## config.mk

```make
export PLATFORM = sky130hd
export DESIGN_NAME = urs_top
export DESIGN_NICKNAME = d
export VERILOG_FILES = /design/src/inc/urs_pkg.sv /design/src/hw/urs_top.sv
export SDC_FILE = /design/constraint.sdc
export NUM_CORES = 1
export LEC_CHECK = 0
export ABC_AREA = 1
export ABC_CLOCK_PERIOD_IN_PS = 7430
export BUFFER_PORTS_ARGS = -buffer_cell sky130_fd_sc_hd__buf_2
export CAP_MARGIN = 10
export CORE_ASPECT_RATIO = 0.75
export CORE_UTILIZATION = 40
export CTS_BUF_LIST = sky130_fd_sc_hd__clkbuf_16
export DETAILED_ROUTE_END_ITERATION = 8
export MAX_ROUTING_LAYER = met4
export SYNTH_ARGS = -nofsm -noshare
export SYNTH_HDL_FRONTEND = slang
export SYNTH_HIERARCHICAL = 1
export SYNTH_SLANG_ARGS = --single-unit
export TNS_END_PERCENT = 100
```

## constraint.sdc

```tcl
create_clock -name sys_clk -period 7.43 [get_ports sys_clk]
set_input_delay 0 -clock sys_clk [delete_from_list [all_inputs] [get_ports sys_clk]]
set_output_delay 0 -clock sys_clk [all_outputs]
set_load 0.005 [all_outputs]
```

## src/inc/urs_pkg.sv

```systemverilog
/*
 * Constants for the UART register and status block: register offsets,
 * status and control bit positions, reset values and the underrun answer.
 * Assumes a 16-bit register bus with word offsets, as used by urs_top.
 */
package urs_pkg;

    // ------------------------------------------------------------------
    // Register word offsets
    // ------------------------------------------------------------------
    localparam logic [2:0] URS_OFF_RX_DATA = 3'h0;
    localparam logic [2:0] URS_OFF_TX_DATA = 3'h1;
    localparam logic [2:0] URS_OFF_STATUS = 3'h2;
    localparam logic [2:0] URS_OFF_ENABLES = 3'h3;
    localparam logic [2:0] URS_OFF_DIVIDER = 3'h4;
    localparam logic [2:0] URS_OFF_PKEND = 3'h5;
    localparam logic [2:0] URS_OFF_RX_FILL = 3'h6;
    localparam logic [2:0] URS_OFF_TX_FILL = 3'h7;

    localparam int URS_REG_W = 16;

    // ------------------------------------------------------------------
    // Status bit positions (control enables share them)
    // ------------------------------------------------------------------
    localparam int URS_ST_RX_NEAR = 15;
    localparam int URS_ST_RX_FULL = 14;
    localparam int URS_ST_UNDR = 13;
    localparam int URS_ST_PKEND = 12;
    localparam int URS_ST_CTS = 11;
    localparam int URS_ST_CTSC = 10;
    localparam int URS_ST_EXC = 8;
    localparam int URS_ST_RXAV = 7;
    localparam int URS_ST_TXSP = 6;
    localparam int URS_ST_TXIDLE = 5;
    localparam int URS_ST_TXOV = 4;
    localparam int URS_ST_RXOV = 3;
    localparam int URS_ST_LBREAK = 2;
    localparam int URS_ST_FRAME = 1;
    localparam int URS_ST_PARITY = 0;

    // Control bits that are not interrupt enables
    localparam int URS_CT_RTS = 11;
    localparam int URS_CT_TXBREAK = 9;
    localparam logic [15:0] URS_CT_IRQ_MASK = 16'hF5FF;

    // ------------------------------------------------------------------
    // Reset values and fixed answers
    // ------------------------------------------------------------------
    localparam logic [15:0] URS_ENABLES_RST = 16'h0000;
    localparam logic [15:0] URS_PKEND_RST = 16'h0000;
    localparam logic [15:0] URS_DIVIDER_RST = 16'h0000;
    localparam logic [15:0] URS_UNDR_DATA = 16'h000F;
    localparam logic [15:0] URS_ZERO16 = 16'h0000;

endpackage : urs_pkg

```

## src/hw/urs_top.sv

```systemverilog
/*
 * UART register and status block with a receive and a transmit FIFO,
 * plus the parameterised FIFO it uses.
 * Assumes a host on a simple 16-bit register port (one word per offset,
 * registered read data one cycle after the read strobe) and a serial
 * shifter on the same clock that offers received characters and error
 * pulses and drains transmit characters by valid/ready.
 */
// Functional notes
// RULE1: Decode eight word offsets from receive data 0x0 to transmit fill 0x7.
// RULE2: Divider register at 0x4 exists only when the baud rate is not fixed.
// RULE3: Transmit data port is write-only; low bits queue in the transmit FIFO.
// RULE4: Receive data port is read-only; returns the oldest received word.
// RULE5: Status reads are always allowed and change no status bit.
// RULE6: Writing zero to status clears the sticky error and change flags.
// RULE7: Bit 15 nearly full at configurable free margin; bit 14 full.
// RULE8: Reading an empty receive FIFO sets bit 13 and returns 0x0F.
// RULE9: With the packet-end option, bit 12 sets on the configured character.
// RULE10: Packet-end character register and its flag exist only with that option.
// RULE11: With flow control, bit 11 shows the clear-to-send input level.
// RULE12: With flow control, bit 10 sets on any clear-to-send change and holds.
// RULE13: Bit 8 is the OR of the error flags and is not writable.
// RULE14: Bit 7 is one while the receive FIFO holds a word.
// RULE15: Bit 6 is one while the transmit FIFO has free space.
// RULE16: Bit 5 is one only when transmit FIFO and shifter are both empty.
// RULE17: Writes to a full transmit FIFO are dropped and set bit 4.
// RULE18: A character arriving at a full receive FIFO is dropped, setting bit 3.
// RULE19: Sticky break bit 2, framing bit 1, parity bit 0; bit 9 reserved.
// RULE20: Interrupt is high while any status bit and its enable are both one; the code masks enable bit 11, so CTS level never interrupts.
// RULE21: Reset clears every interrupt enable.
// RULE22: Interrupt conditions stay set until the host clears status; the code keeps bits 15, 14, 7, 6 and 5 live, following the FIFOs.
// RULE23: Reserved bits read zero and writes to them are ignored.
`timescale 1ns/1ps
`default_nettype none

module urs_fifo #(
    parameter int WIDTH = 8,
    parameter int DEPTH = 16,
    parameter int AW = $clog2(DEPTH)
) (
    input wire logic sys_clk,
    input wire logic nrst,
    input wire logic in_valid,
    output logic in_ready,
    input wire logic [WIDTH-1:0] in_data,
    output logic out_valid,
    input wire logic out_ready,
    output logic [WIDTH-1:0] out_data,
    output logic [AW:0] level
);
    localparam logic [AW:0] FULL_LEVEL = (AW+1)'(DEPTH);
    localparam logic [AW-1:0] LAST_PTR = AW'(DEPTH - 1);

    logic [WIDTH-1:0] mem [DEPTH];
    logic [AW-1:0] wr_ptr_r;
    logic [AW-1:0] rd_ptr_r;
    logic [AW:0] count_r;
    logic [AW:0] count_nxt;

    wire push = in_valid && in_ready;
    wire pop = out_valid && out_ready;

    assign in_ready = (count_r != FULL_LEVEL);
    assign out_valid = (count_r != '0);
    assign out_data = mem[rd_ptr_r];
    assign level = count_r;
    assign count_nxt = count_r + (AW+1)'(push) - (AW+1)'(pop);

    // Explicit wrap keeps non-power-of-two depths legal
    function automatic logic [AW-1:0] ptr_inc(input logic [AW-1:0] p);
        ptr_inc = (p == LAST_PTR) ? '0 : p + AW'(1);
    endfunction : ptr_inc

    always_ff @(posedge sys_clk) begin
        if (push) begin
            mem[wr_ptr_r] <= in_data;
        end
    end

    always_ff @(posedge sys_clk or negedge nrst) begin
        if (!nrst) begin
            wr_ptr_r <= '0;
            rd_ptr_r <= '0;
            count_r <= '0;
        end else begin
            if (push) begin
                wr_ptr_r <= ptr_inc(wr_ptr_r);
            end
            if (pop) begin
                rd_ptr_r <= ptr_inc(rd_ptr_r);
            end
            count_r <= count_nxt;
        end
    end
endmodule : urs_fifo

module urs_top #(
    parameter int CHAR_W = 8,
    parameter int FIFO_DEPTH = 16,
    parameter int RAF_MARGIN = 2,
    parameter bit FIXED_BAUD = 1'b0,
    parameter bit HAS_PKEND = 1'b1,
    parameter bit HAS_FLOW = 1'b1
) (
    input wire logic sys_clk,
    input wire logic nrst,
    input wire logic [2:0] reg_addr,
    input wire logic reg_wr,
    input wire logic reg_rd,
    input wire logic [urs_pkg::URS_REG_W-1:0] reg_wdata,
    output logic [urs_pkg::URS_REG_W-1:0] reg_rdata,
    input wire logic rx_char_valid,
    input wire logic [CHAR_W-1:0] rx_char,
    input wire logic rx_break,
    input wire logic rx_frame_err,
    input wire logic rx_parity_err,
    output logic tx_valid,
    input wire logic tx_ready,
    output logic [CHAR_W-1:0] tx_data,
    input wire logic tx_shift_busy,
    input wire logic cts_in,
    output logic rts_out,
    output logic tx_break_out,
    output logic [urs_pkg::URS_REG_W-1:0] baud_divider,
    output logic irq
);
    import urs_pkg::*;

    localparam int AW = $clog2(FIFO_DEPTH);
    localparam logic [AW:0] FULL_LEVEL = (AW+1)'(FIFO_DEPTH);
    localparam logic [AW:0] RAF_LEVEL = (AW+1)'(FIFO_DEPTH - RAF_MARGIN);

    // ------------------------------------------------------------------
    // Helpers
    // ------------------------------------------------------------------
    function automatic logic hit(input logic [2:0] a, input logic [2:0] off);
        hit = (a == off);
    endfunction : hit

    function automatic logic [15:0] widen_char(input logic [CHAR_W-1:0] c);
        widen_char = 16'(c);
    endfunction : widen_char

    // ------------------------------------------------------------------
    // Register decode
    // ------------------------------------------------------------------
    wire wr_tx = reg_wr && hit(reg_addr, URS_OFF_TX_DATA); // RULE1 RULE3
    wire wr_status = reg_wr && hit(reg_addr, URS_OFF_STATUS); // RULE1
    wire wr_enables = reg_wr && hit(reg_addr, URS_OFF_ENABLES); // RULE1
    wire wr_divider = reg_wr && hit(reg_addr, URS_OFF_DIVIDER) && !FIXED_BAUD; // RULE2
    wire wr_pkend = reg_wr && hit(reg_addr, URS_OFF_PKEND) && HAS_PKEND; // RULE10
    wire rd_rx = reg_rd && hit(reg_addr, URS_OFF_RX_DATA); // RULE1 RULE4

    // ------------------------------------------------------------------
    // FIFOs
    // ------------------------------------------------------------------
    logic rx_in_ready;
    logic rx_out_valid;
    logic [CHAR_W-1:0] rx_out_data;
    logic [AW:0] rx_level;
    logic tx_in_ready;
    logic tx_out_valid;
    logic [CHAR_W-1:0] tx_out_data;
    logic [AW:0] tx_level;
    logic tx_valid_r;
    logic [CHAR_W-1:0] tx_data_r;

    wire rx_pop = rd_rx && rx_out_valid; // RULE4
    wire rx_underrun = rd_rx && !rx_out_valid; // RULE8
    // Full receive FIFO refuses the push, so the newest character is lost
    wire rx_overrun = rx_char_valid && !rx_in_ready; // RULE18
    wire tx_overrun = wr_tx && !tx_in_ready; // RULE17
    wire tx_stage_load = !tx_valid_r || tx_ready;

    urs_fifo #(
        .WIDTH(CHAR_W),
        .DEPTH(FIFO_DEPTH)
    ) u_rx_fifo (
        .sys_clk(sys_clk),
        .nrst(nrst),
        .in_valid(rx_char_valid),
        .in_ready(rx_in_ready),
        .in_data(rx_char),
        .out_valid(rx_out_valid),
        .out_ready(rx_pop),
        .out_data(rx_out_data),
        .level(rx_level)
    );

    // Only the low character bits are queued; upper write bits are dropped
    urs_fifo #(
        .WIDTH(CHAR_W),
        .DEPTH(FIFO_DEPTH)
    ) u_tx_fifo (
        .sys_clk(sys_clk),
        .nrst(nrst),
        .in_valid(wr_tx),
        .in_ready(tx_in_ready),
        .in_data(reg_wdata[CHAR_W-1:0]),
        .out_valid(tx_out_valid),
        .out_ready(tx_stage_load),
        .out_data(tx_out_data),
        .level(tx_level)
    ); // RULE3 RULE17

    // ------------------------------------------------------------------
    // Clear-to-send synchroniser and change detect
    // ------------------------------------------------------------------
    logic cts_meta_r;
    logic cts_sync_r;
    logic cts_prev_r;
    // cts_prev_r trails cts_sync_r by one clock, so each edge flags once
    wire cts_change = HAS_FLOW && (cts_sync_r != cts_prev_r); // RULE12

    // ------------------------------------------------------------------
    // Control and sticky state
    // ------------------------------------------------------------------
    logic [15:0] enables_r;
    logic [15:0] divider_r;
    logic [15:0] pkend_char_r;
    logic undr_r;
    logic pkend_r;
    logic ctsc_r;
    logic txov_r;
    logic rxov_r;
    logic lbreak_r;
    logic frame_r;
    logic parity_r;
    logic [15:0] rdata_r;
    logic irq_r;

    // A zero bit in the status write clears the matching sticky flag
    wire [15:0] st_clr = wr_status ? ~reg_wdata : URS_ZERO16; // RULE6 RULE22
    wire pkend_hit = HAS_PKEND && rx_char_valid
        && (widen_char(rx_char) == pkend_char_r); // RULE9

    // Error summary is derived, so clearing its sources clears it too
    wire exc = txov_r || rxov_r || undr_r || lbreak_r || frame_r || parity_r; // RULE13

    // ------------------------------------------------------------------
    // Status word
    // ------------------------------------------------------------------
    // The output stage holds a character too, so it counts as queued data
    wire tx_idle = !tx_out_valid && !tx_valid_r && !tx_shift_busy; // RULE16
    wire [15:0] status_word = {
        (rx_level >= RAF_LEVEL), // RULE7
        (rx_level == FULL_LEVEL), // RULE7
        undr_r, // RULE8
        pkend_r && HAS_PKEND, // RULE10
        cts_sync_r && HAS_FLOW, // RULE11
        ctsc_r, // RULE12
        1'b0, // RULE19 RULE23
        exc, // RULE13
        rx_out_valid, // RULE14
        tx_in_ready, // RULE15
        tx_idle, // RULE16
        txov_r,
        rxov_r,
        lbreak_r, // RULE19
        frame_r,
        parity_r
    };

    // ------------------------------------------------------------------
    // Read mux
    // ------------------------------------------------------------------
    // Fill counts show only the low bits, so a full FIFO of power-of-two depth reads as zero
    logic [15:0] rd_mux;
    always_comb begin
        rd_mux = URS_ZERO16;
        unique case (reg_addr)
            URS_OFF_RX_DATA: rd_mux = rx_out_valid ? widen_char(rx_out_data) : URS_UNDR_DATA; // RULE4 RULE8
            URS_OFF_TX_DATA: rd_mux = URS_ZERO16; // RULE3
            URS_OFF_STATUS: rd_mux = status_word; // RULE5
            URS_OFF_ENABLES: rd_mux = enables_r;
            URS_OFF_DIVIDER: rd_mux = FIXED_BAUD ? URS_ZERO16 : divider_r; // RULE2
            URS_OFF_PKEND: rd_mux = HAS_PKEND ? pkend_char_r : URS_ZERO16; // RULE10
            URS_OFF_RX_FILL: rd_mux = 16'(rx_level[AW-1:0]);
            URS_OFF_TX_FILL: rd_mux = 16'(tx_level[AW-1:0]);
        endcase
    end

    // Enable bits 11 and 9 drive pins, not interrupts, so they are masked off
    wire irq_nxt = |(status_word & enables_r & URS_CT_IRQ_MASK); // RULE20

    // ------------------------------------------------------------------
    // Flops
    // ------------------------------------------------------------------
    always_ff @(posedge sys_clk or negedge nrst) begin
        if (!nrst) begin
            cts_meta_r <= 1'b0;
            cts_sync_r <= 1'b0;
            cts_prev_r <= 1'b0;
        end else begin
            cts_meta_r <= cts_in;
            cts_sync_r <= cts_meta_r;
            cts_prev_r <= cts_sync_r;
        end
    end

    always_ff @(posedge sys_clk or negedge nrst) begin
        if (!nrst) begin
            enables_r <= URS_ENABLES_RST; // RULE21
            divider_r <= URS_DIVIDER_RST;
            pkend_char_r <= URS_PKEND_RST;
        end else begin
            if (wr_enables) begin
                enables_r <= reg_wdata;
            end
            if (wr_divider) begin
                divider_r <= reg_wdata; // RULE2
            end
            if (wr_pkend) begin
                pkend_char_r <= reg_wdata; // RULE10
            end
        end
    end

    // Set beats clear so an event in the clearing cycle is kept
    always_ff @(posedge sys_clk or negedge nrst) begin
        if (!nrst) begin
            undr_r <= 1'b0;
            pkend_r <= 1'b0;
            ctsc_r <= 1'b0;
            txov_r <= 1'b0;
            rxov_r <= 1'b0;
            lbreak_r <= 1'b0;
            frame_r <= 1'b0;
            parity_r <= 1'b0;
        end else begin
            undr_r <= rx_underrun || (undr_r && !st_clr[URS_ST_UNDR]); // RULE8 RULE22
            pkend_r <= pkend_hit || (pkend_r && !st_clr[URS_ST_PKEND]); // RULE9
            ctsc_r <= cts_change || (ctsc_r && !st_clr[URS_ST_CTSC]); // RULE12 RULE6
            txov_r <= tx_overrun || (txov_r && !st_clr[URS_ST_TXOV]); // RULE17 RULE6
            rxov_r <= rx_overrun || (rxov_r && !st_clr[URS_ST_RXOV]); // RULE18 RULE6
            lbreak_r <= rx_break || (lbreak_r && !st_clr[URS_ST_LBREAK]); // RULE19 RULE6
            frame_r <= rx_frame_err || (frame_r && !st_clr[URS_ST_FRAME]); // RULE19 RULE6
            parity_r <= rx_parity_err || (parity_r && !st_clr[URS_ST_PARITY]); // RULE19 RULE6
        end
    end

    // Output stage keeps tx_data off the FIFO array read path
    always_ff @(posedge sys_clk or negedge nrst) begin
        if (!nrst) begin
            tx_valid_r <= 1'b0;
            tx_data_r <= '0;
        end else if (tx_stage_load) begin
            tx_valid_r <= tx_out_valid;
            tx_data_r <= tx_out_data; // RULE3
        end
    end

    always_ff @(posedge sys_clk or negedge nrst) begin
        if (!nrst) begin
            rdata_r <= URS_ZERO16;
            irq_r <= 1'b0;
        end else begin
            rdata_r <= reg_rd ? rd_mux : URS_ZERO16;
            irq_r <= irq_nxt; // RULE20
        end
    end

    assign reg_rdata = rdata_r;
    assign irq = irq_r;
    assign tx_valid = tx_valid_r;
    assign tx_data = tx_data_r;
    assign rts_out = enables_r[URS_CT_RTS] && HAS_FLOW;
    assign tx_break_out = enables_r[URS_CT_TXBREAK];
    assign baud_divider = divider_r;

endmodule : urs_top

`default_nettype wire

```

==> impl_results.md <==
- Post-layout min period: 3.08 ns
- Crit-path cells: inv_1 > ha_1 > nand4_1 > inv_1 > nor2_1 > nand2_1 > inv_2 > ha_1 > inv_1 > ha_1 > inv_1 > fa_1 > o21ai_0 > a21oi_1 > xor2_1
- Synth Flop Type: edfxtp_1
- Largest net degree at the start of global routing: 70
- Pwr Density: 330 nW/um2
- Core area: 41200 um2
- # rows: 64
- First-pass GRT wire length: 68000 um
- Clk_lat worst skew: 0.52 ns
- Sequential-to-total area share from yosys stat: 0.620
- CP Buf/Inv Count: 5
- Internal power: 4030 uW
- Post-CTS Resized: 0
- Slew HR: 0.185
- Fin. Hold Viols: 4
- Overall Global Routing Usage: 0.211
- Synthesized flop and latch total: 367
- Distinct cells, synth: 29
- Setup_tns: 0 ns
- Fmax: 324 MHz
- Final setup viols: 0
- Routed vias: 12281
- Pleak: 0.00903 uW
- Most common cell after layout, fill and taps aside: nand2_1
- # DRC: 0
- Max Cap Viol: 0
- Most frequent cells in the layout: nand2_1, inv_1, edfxtp_1, nand3_1, dfrtp_1
- Top cell family by delay on the critical path: adder cells
- Synthesized net count: 1881
- Fill cells: 3901
- Post-Syn Instances: 1819
- Clock buffer depth: 3
- Violated checks: hold timing
- Gate power share: 0.307
- Final HPWL DP: 27900 um
- RSZ-0062 raised after global routing: no
- First drt pass iteration count: 5
- FF/Latch Area: 10500 um2
- Crit path max fanout: 8
- Share of cells above drive strength 1: 0.0946
- Fin Hold WS: -0.000769 ns
- Initial Utilization: 0.410
- Startpoint type of the worst setup path: flip-flop
- Layout Cells excl Fill: 2518
- Period Utilization, post-route: 0.415
- Biggest cell delay along the critical path: 0.43 ns
- Global placer's final weighted congestion: 0.888
- Multi-input logic area: 4770 um2
- Max rail drop VDD: 0.000155 V
- Mean Syn Cell Area: 9.27 um2
- Sw Pwr: 2300 uW
- Clock sink total: 367
- Worst-margin pin slew: 1.22 ns
- Worst Skew: 0.0119 ns
- Die area: 43000 um2
- Vias per cell: 4.88
- Netlist Area Pre-Place: 16900 um2
- Post-CTS Setup Bufs: 0
- Cell count after placement: 2410
- Post-route cell area: 19200 um2
- Iteration-0 DRC Markers: 1059
- Initial antenna violation count: 0
- CTS tree: yes
- Crit. End Element: flip-flop
- Die Y: 180 um
- Area Overhead vs Synth: 13.9%
- Switching share of power: 0.363
- Clk pwr share: 0.278
- Htree depth: 2
- Required @ worst endpoint: 7.84 ns
- Vias in the first global route: 12034
- Cts bufs inserted: 39
- Post-synth EDFFs: 256
- Seq pwr share: 0.415
- Layout Nets: 1990
- CP most frequent cell: inv_1
- Count of warnings emitted by yosys: 6
- Critical Path AT: 3.49 ns
- Clock root buffer: clkbuf_16
- Critical-path top delay cell: dfrtp_1
- Routed WL: 42600 um
- PortBufs: 81
- Congestion Overflow GR: 0
- Status: complete, but fails checks
- Crit Path Category: flip-flop to flip-flop
- Drt wl/cell: 16.9 um
- Chip Width: 239 um
- Slew Viols, Final: 0
- Clock-pin transition on the worst setup and hold timing paths: 0.07 ns
- I/O pin cnt: 82
- Worst hold path class: primary input to asynchronous set/reset pin
- FFs w/ async S/R, synth: 0.302
- Placed cell area: 17700 um2
- Post-route ant nets: 0
-- cell usage after synthesis, types with 2 or more instances --
master / instances / area share
nand2_2: 2 / 0.00074
nor2_1: 83 / 0.018
o21ai_0: 30 / 0.0089
ha_1: 22 / 0.016
o21ai_2: 16 / 0.0083
buf_1: 2 / 0.00045
inv_2: 18 / 0.0040
nor2_4: 2 / 0.0013
nand3_1: 193 / 0.057
dfrtp_1: 111 / 0.16
clkbuf_1: 7 / 0.0016
fa_1: 2 / 0.0024
a21oi_1: 5 / 0.0015
o21ai_1: 46 / 0.014
xor2_1: 8 / 0.0042
nand4_1: 8 / 0.0030
nor3_1: 2 / 0.00059
edfxtp_1: 256 / 0.46
buf_6: 5 / 0.0033
o31ai_1: 4 / 0.0018
xnor2_1: 3 / 0.0016
mux2_2: 8 / 0.0053
inv_1: 327 / 0.073
buf_2: 31 / 0.0092
nand2_1: 613 / 0.14
buf_4: 12 / 0.0053
-- through the flow --
stage | setup WS, ns | util | power (uW)
finish | 4.35 | 0.467 | 6330
floorplan | 4.75 | - | 3970
CTS | 4.35 | 0.466 | 6350
global placement | 4.50 | 0.430 | 4510
detailed placement | 4.36 | 0.430 | 4560
global route | 4.07 | 0.467 | 6720
-- power by group through the flow --
| stage | sequential, uW | combinational (uW) | clock [uW] |
|---|---|---|---|
| detailed placement | 2660 | 1900 | 0 |
| CTS | 2620 | 1920 | 1800 |
| floorplan | 2600 | 1370 | 0 |
| global route | 2660 | 2180 | 1880 |
| global placement | 2650 | 1860 | 0 |
| finish | 2630 | 1940 | 1760 |
-- what timing repair did --
item | CTS | global route
setup endpoints to repair | 0 | 0
hold endpoints to repair | 355 | 0
hold buffers | 37 | 0
-- final timing paths --
path                               startpoint                    end  slack, ns  cells after the start
hold / removal                           nrst          reg_rdata[10]    -0.0008                      2
setup / recovery           u_rx_fifo/level[2]     u_rx_fifo/level[4]       4.35                     15
setup reg to reg           u_rx_fifo/level[2]     u_rx_fifo/level[4]       4.35                     15
max in group asynchronous                nrst  u_rx_fifo/rd_ptr_r[0]       6.02                      3
hold reg to reg                    cts_meta_r             cts_sync_r       0.34                      0
min in group sys_clk            tx_shift_busy                    irq       0.03                      6
-- worst register-to-register path: stages (launching register included) --
cell     delay (ns)
dfrtp_1        0.43
inv_1          0.11
ha_1           0.17
nand4_1        0.30
inv_1          0.25
nor2_1         0.07
nand2_1        0.13
inv_2          0.09
ha_1           0.27
inv_1          0.06
ha_1           0.16
inv_1          0.06
fa_1           0.41
o21ai_0        0.21
a21oi_1        0.10
xor2_1         0.15
-- cells by family (layout without fill, tap and decap cells) --
family / after synthesis / after routing / synth area share
and+or+nand+nor: 905 / 905 / 0.219
buffers and inverters: 402 / 539 / 0.0966
DFF: 367 / 367 / 0.620
AOI/OAI and AO/OA: 102 / 102 / 0.0346
adders and majority gates: 24 / 24 / 0.0187
xor gates and xnor gates: 11 / 11 / 0.00571
muxes: 8 / 8 / 0.00534
other: 0 / 1 / 0
-- layout make-up --
| type | count | share of cell area |
|---|---|---|
| timing repair buffer | 125 | 0.0439 |
| tap | 561 | 0.0365 |
| clock buffer | 39 | 0.0508 |
| inverter | 345 | 0.0674 |
| sequential | 367 | 0.545 |
| antenna | 1 | 0.000130 |
| clock inverter | 30 | 0.00794 |
| multi-input combinational | 1050 | 0.249 |
-- flip-flops by register name (all words and copies together) (netlist names), 4 cells and up --
signal              count
pkend_char_r           16
enables_r              16
reg_rdata              16
u_tx_fifo/rd_ptr_r      4
u_tx_fifo/wr_ptr_r      4
u_rx_fifo/rd_ptr_r      4
u_rx_fifo/wr_ptr_r      4
u_rx_fifo/level         5
baud_divider           16
u_tx_fifo/mem         128
u_tx_fifo/level         5
u_rx_fifo/mem         128
tx_data                 8
-- layer usage --
layer  up-vias  GRT usage  share of wire
li1       5941          -              -
met1      5851      0.308           0.47
met2       431      0.305           0.44
met3        58     0.0349          0.072
met4         0     0.0503          0.018
met5         -          -              0
Power figures use the tool's default switching activity.
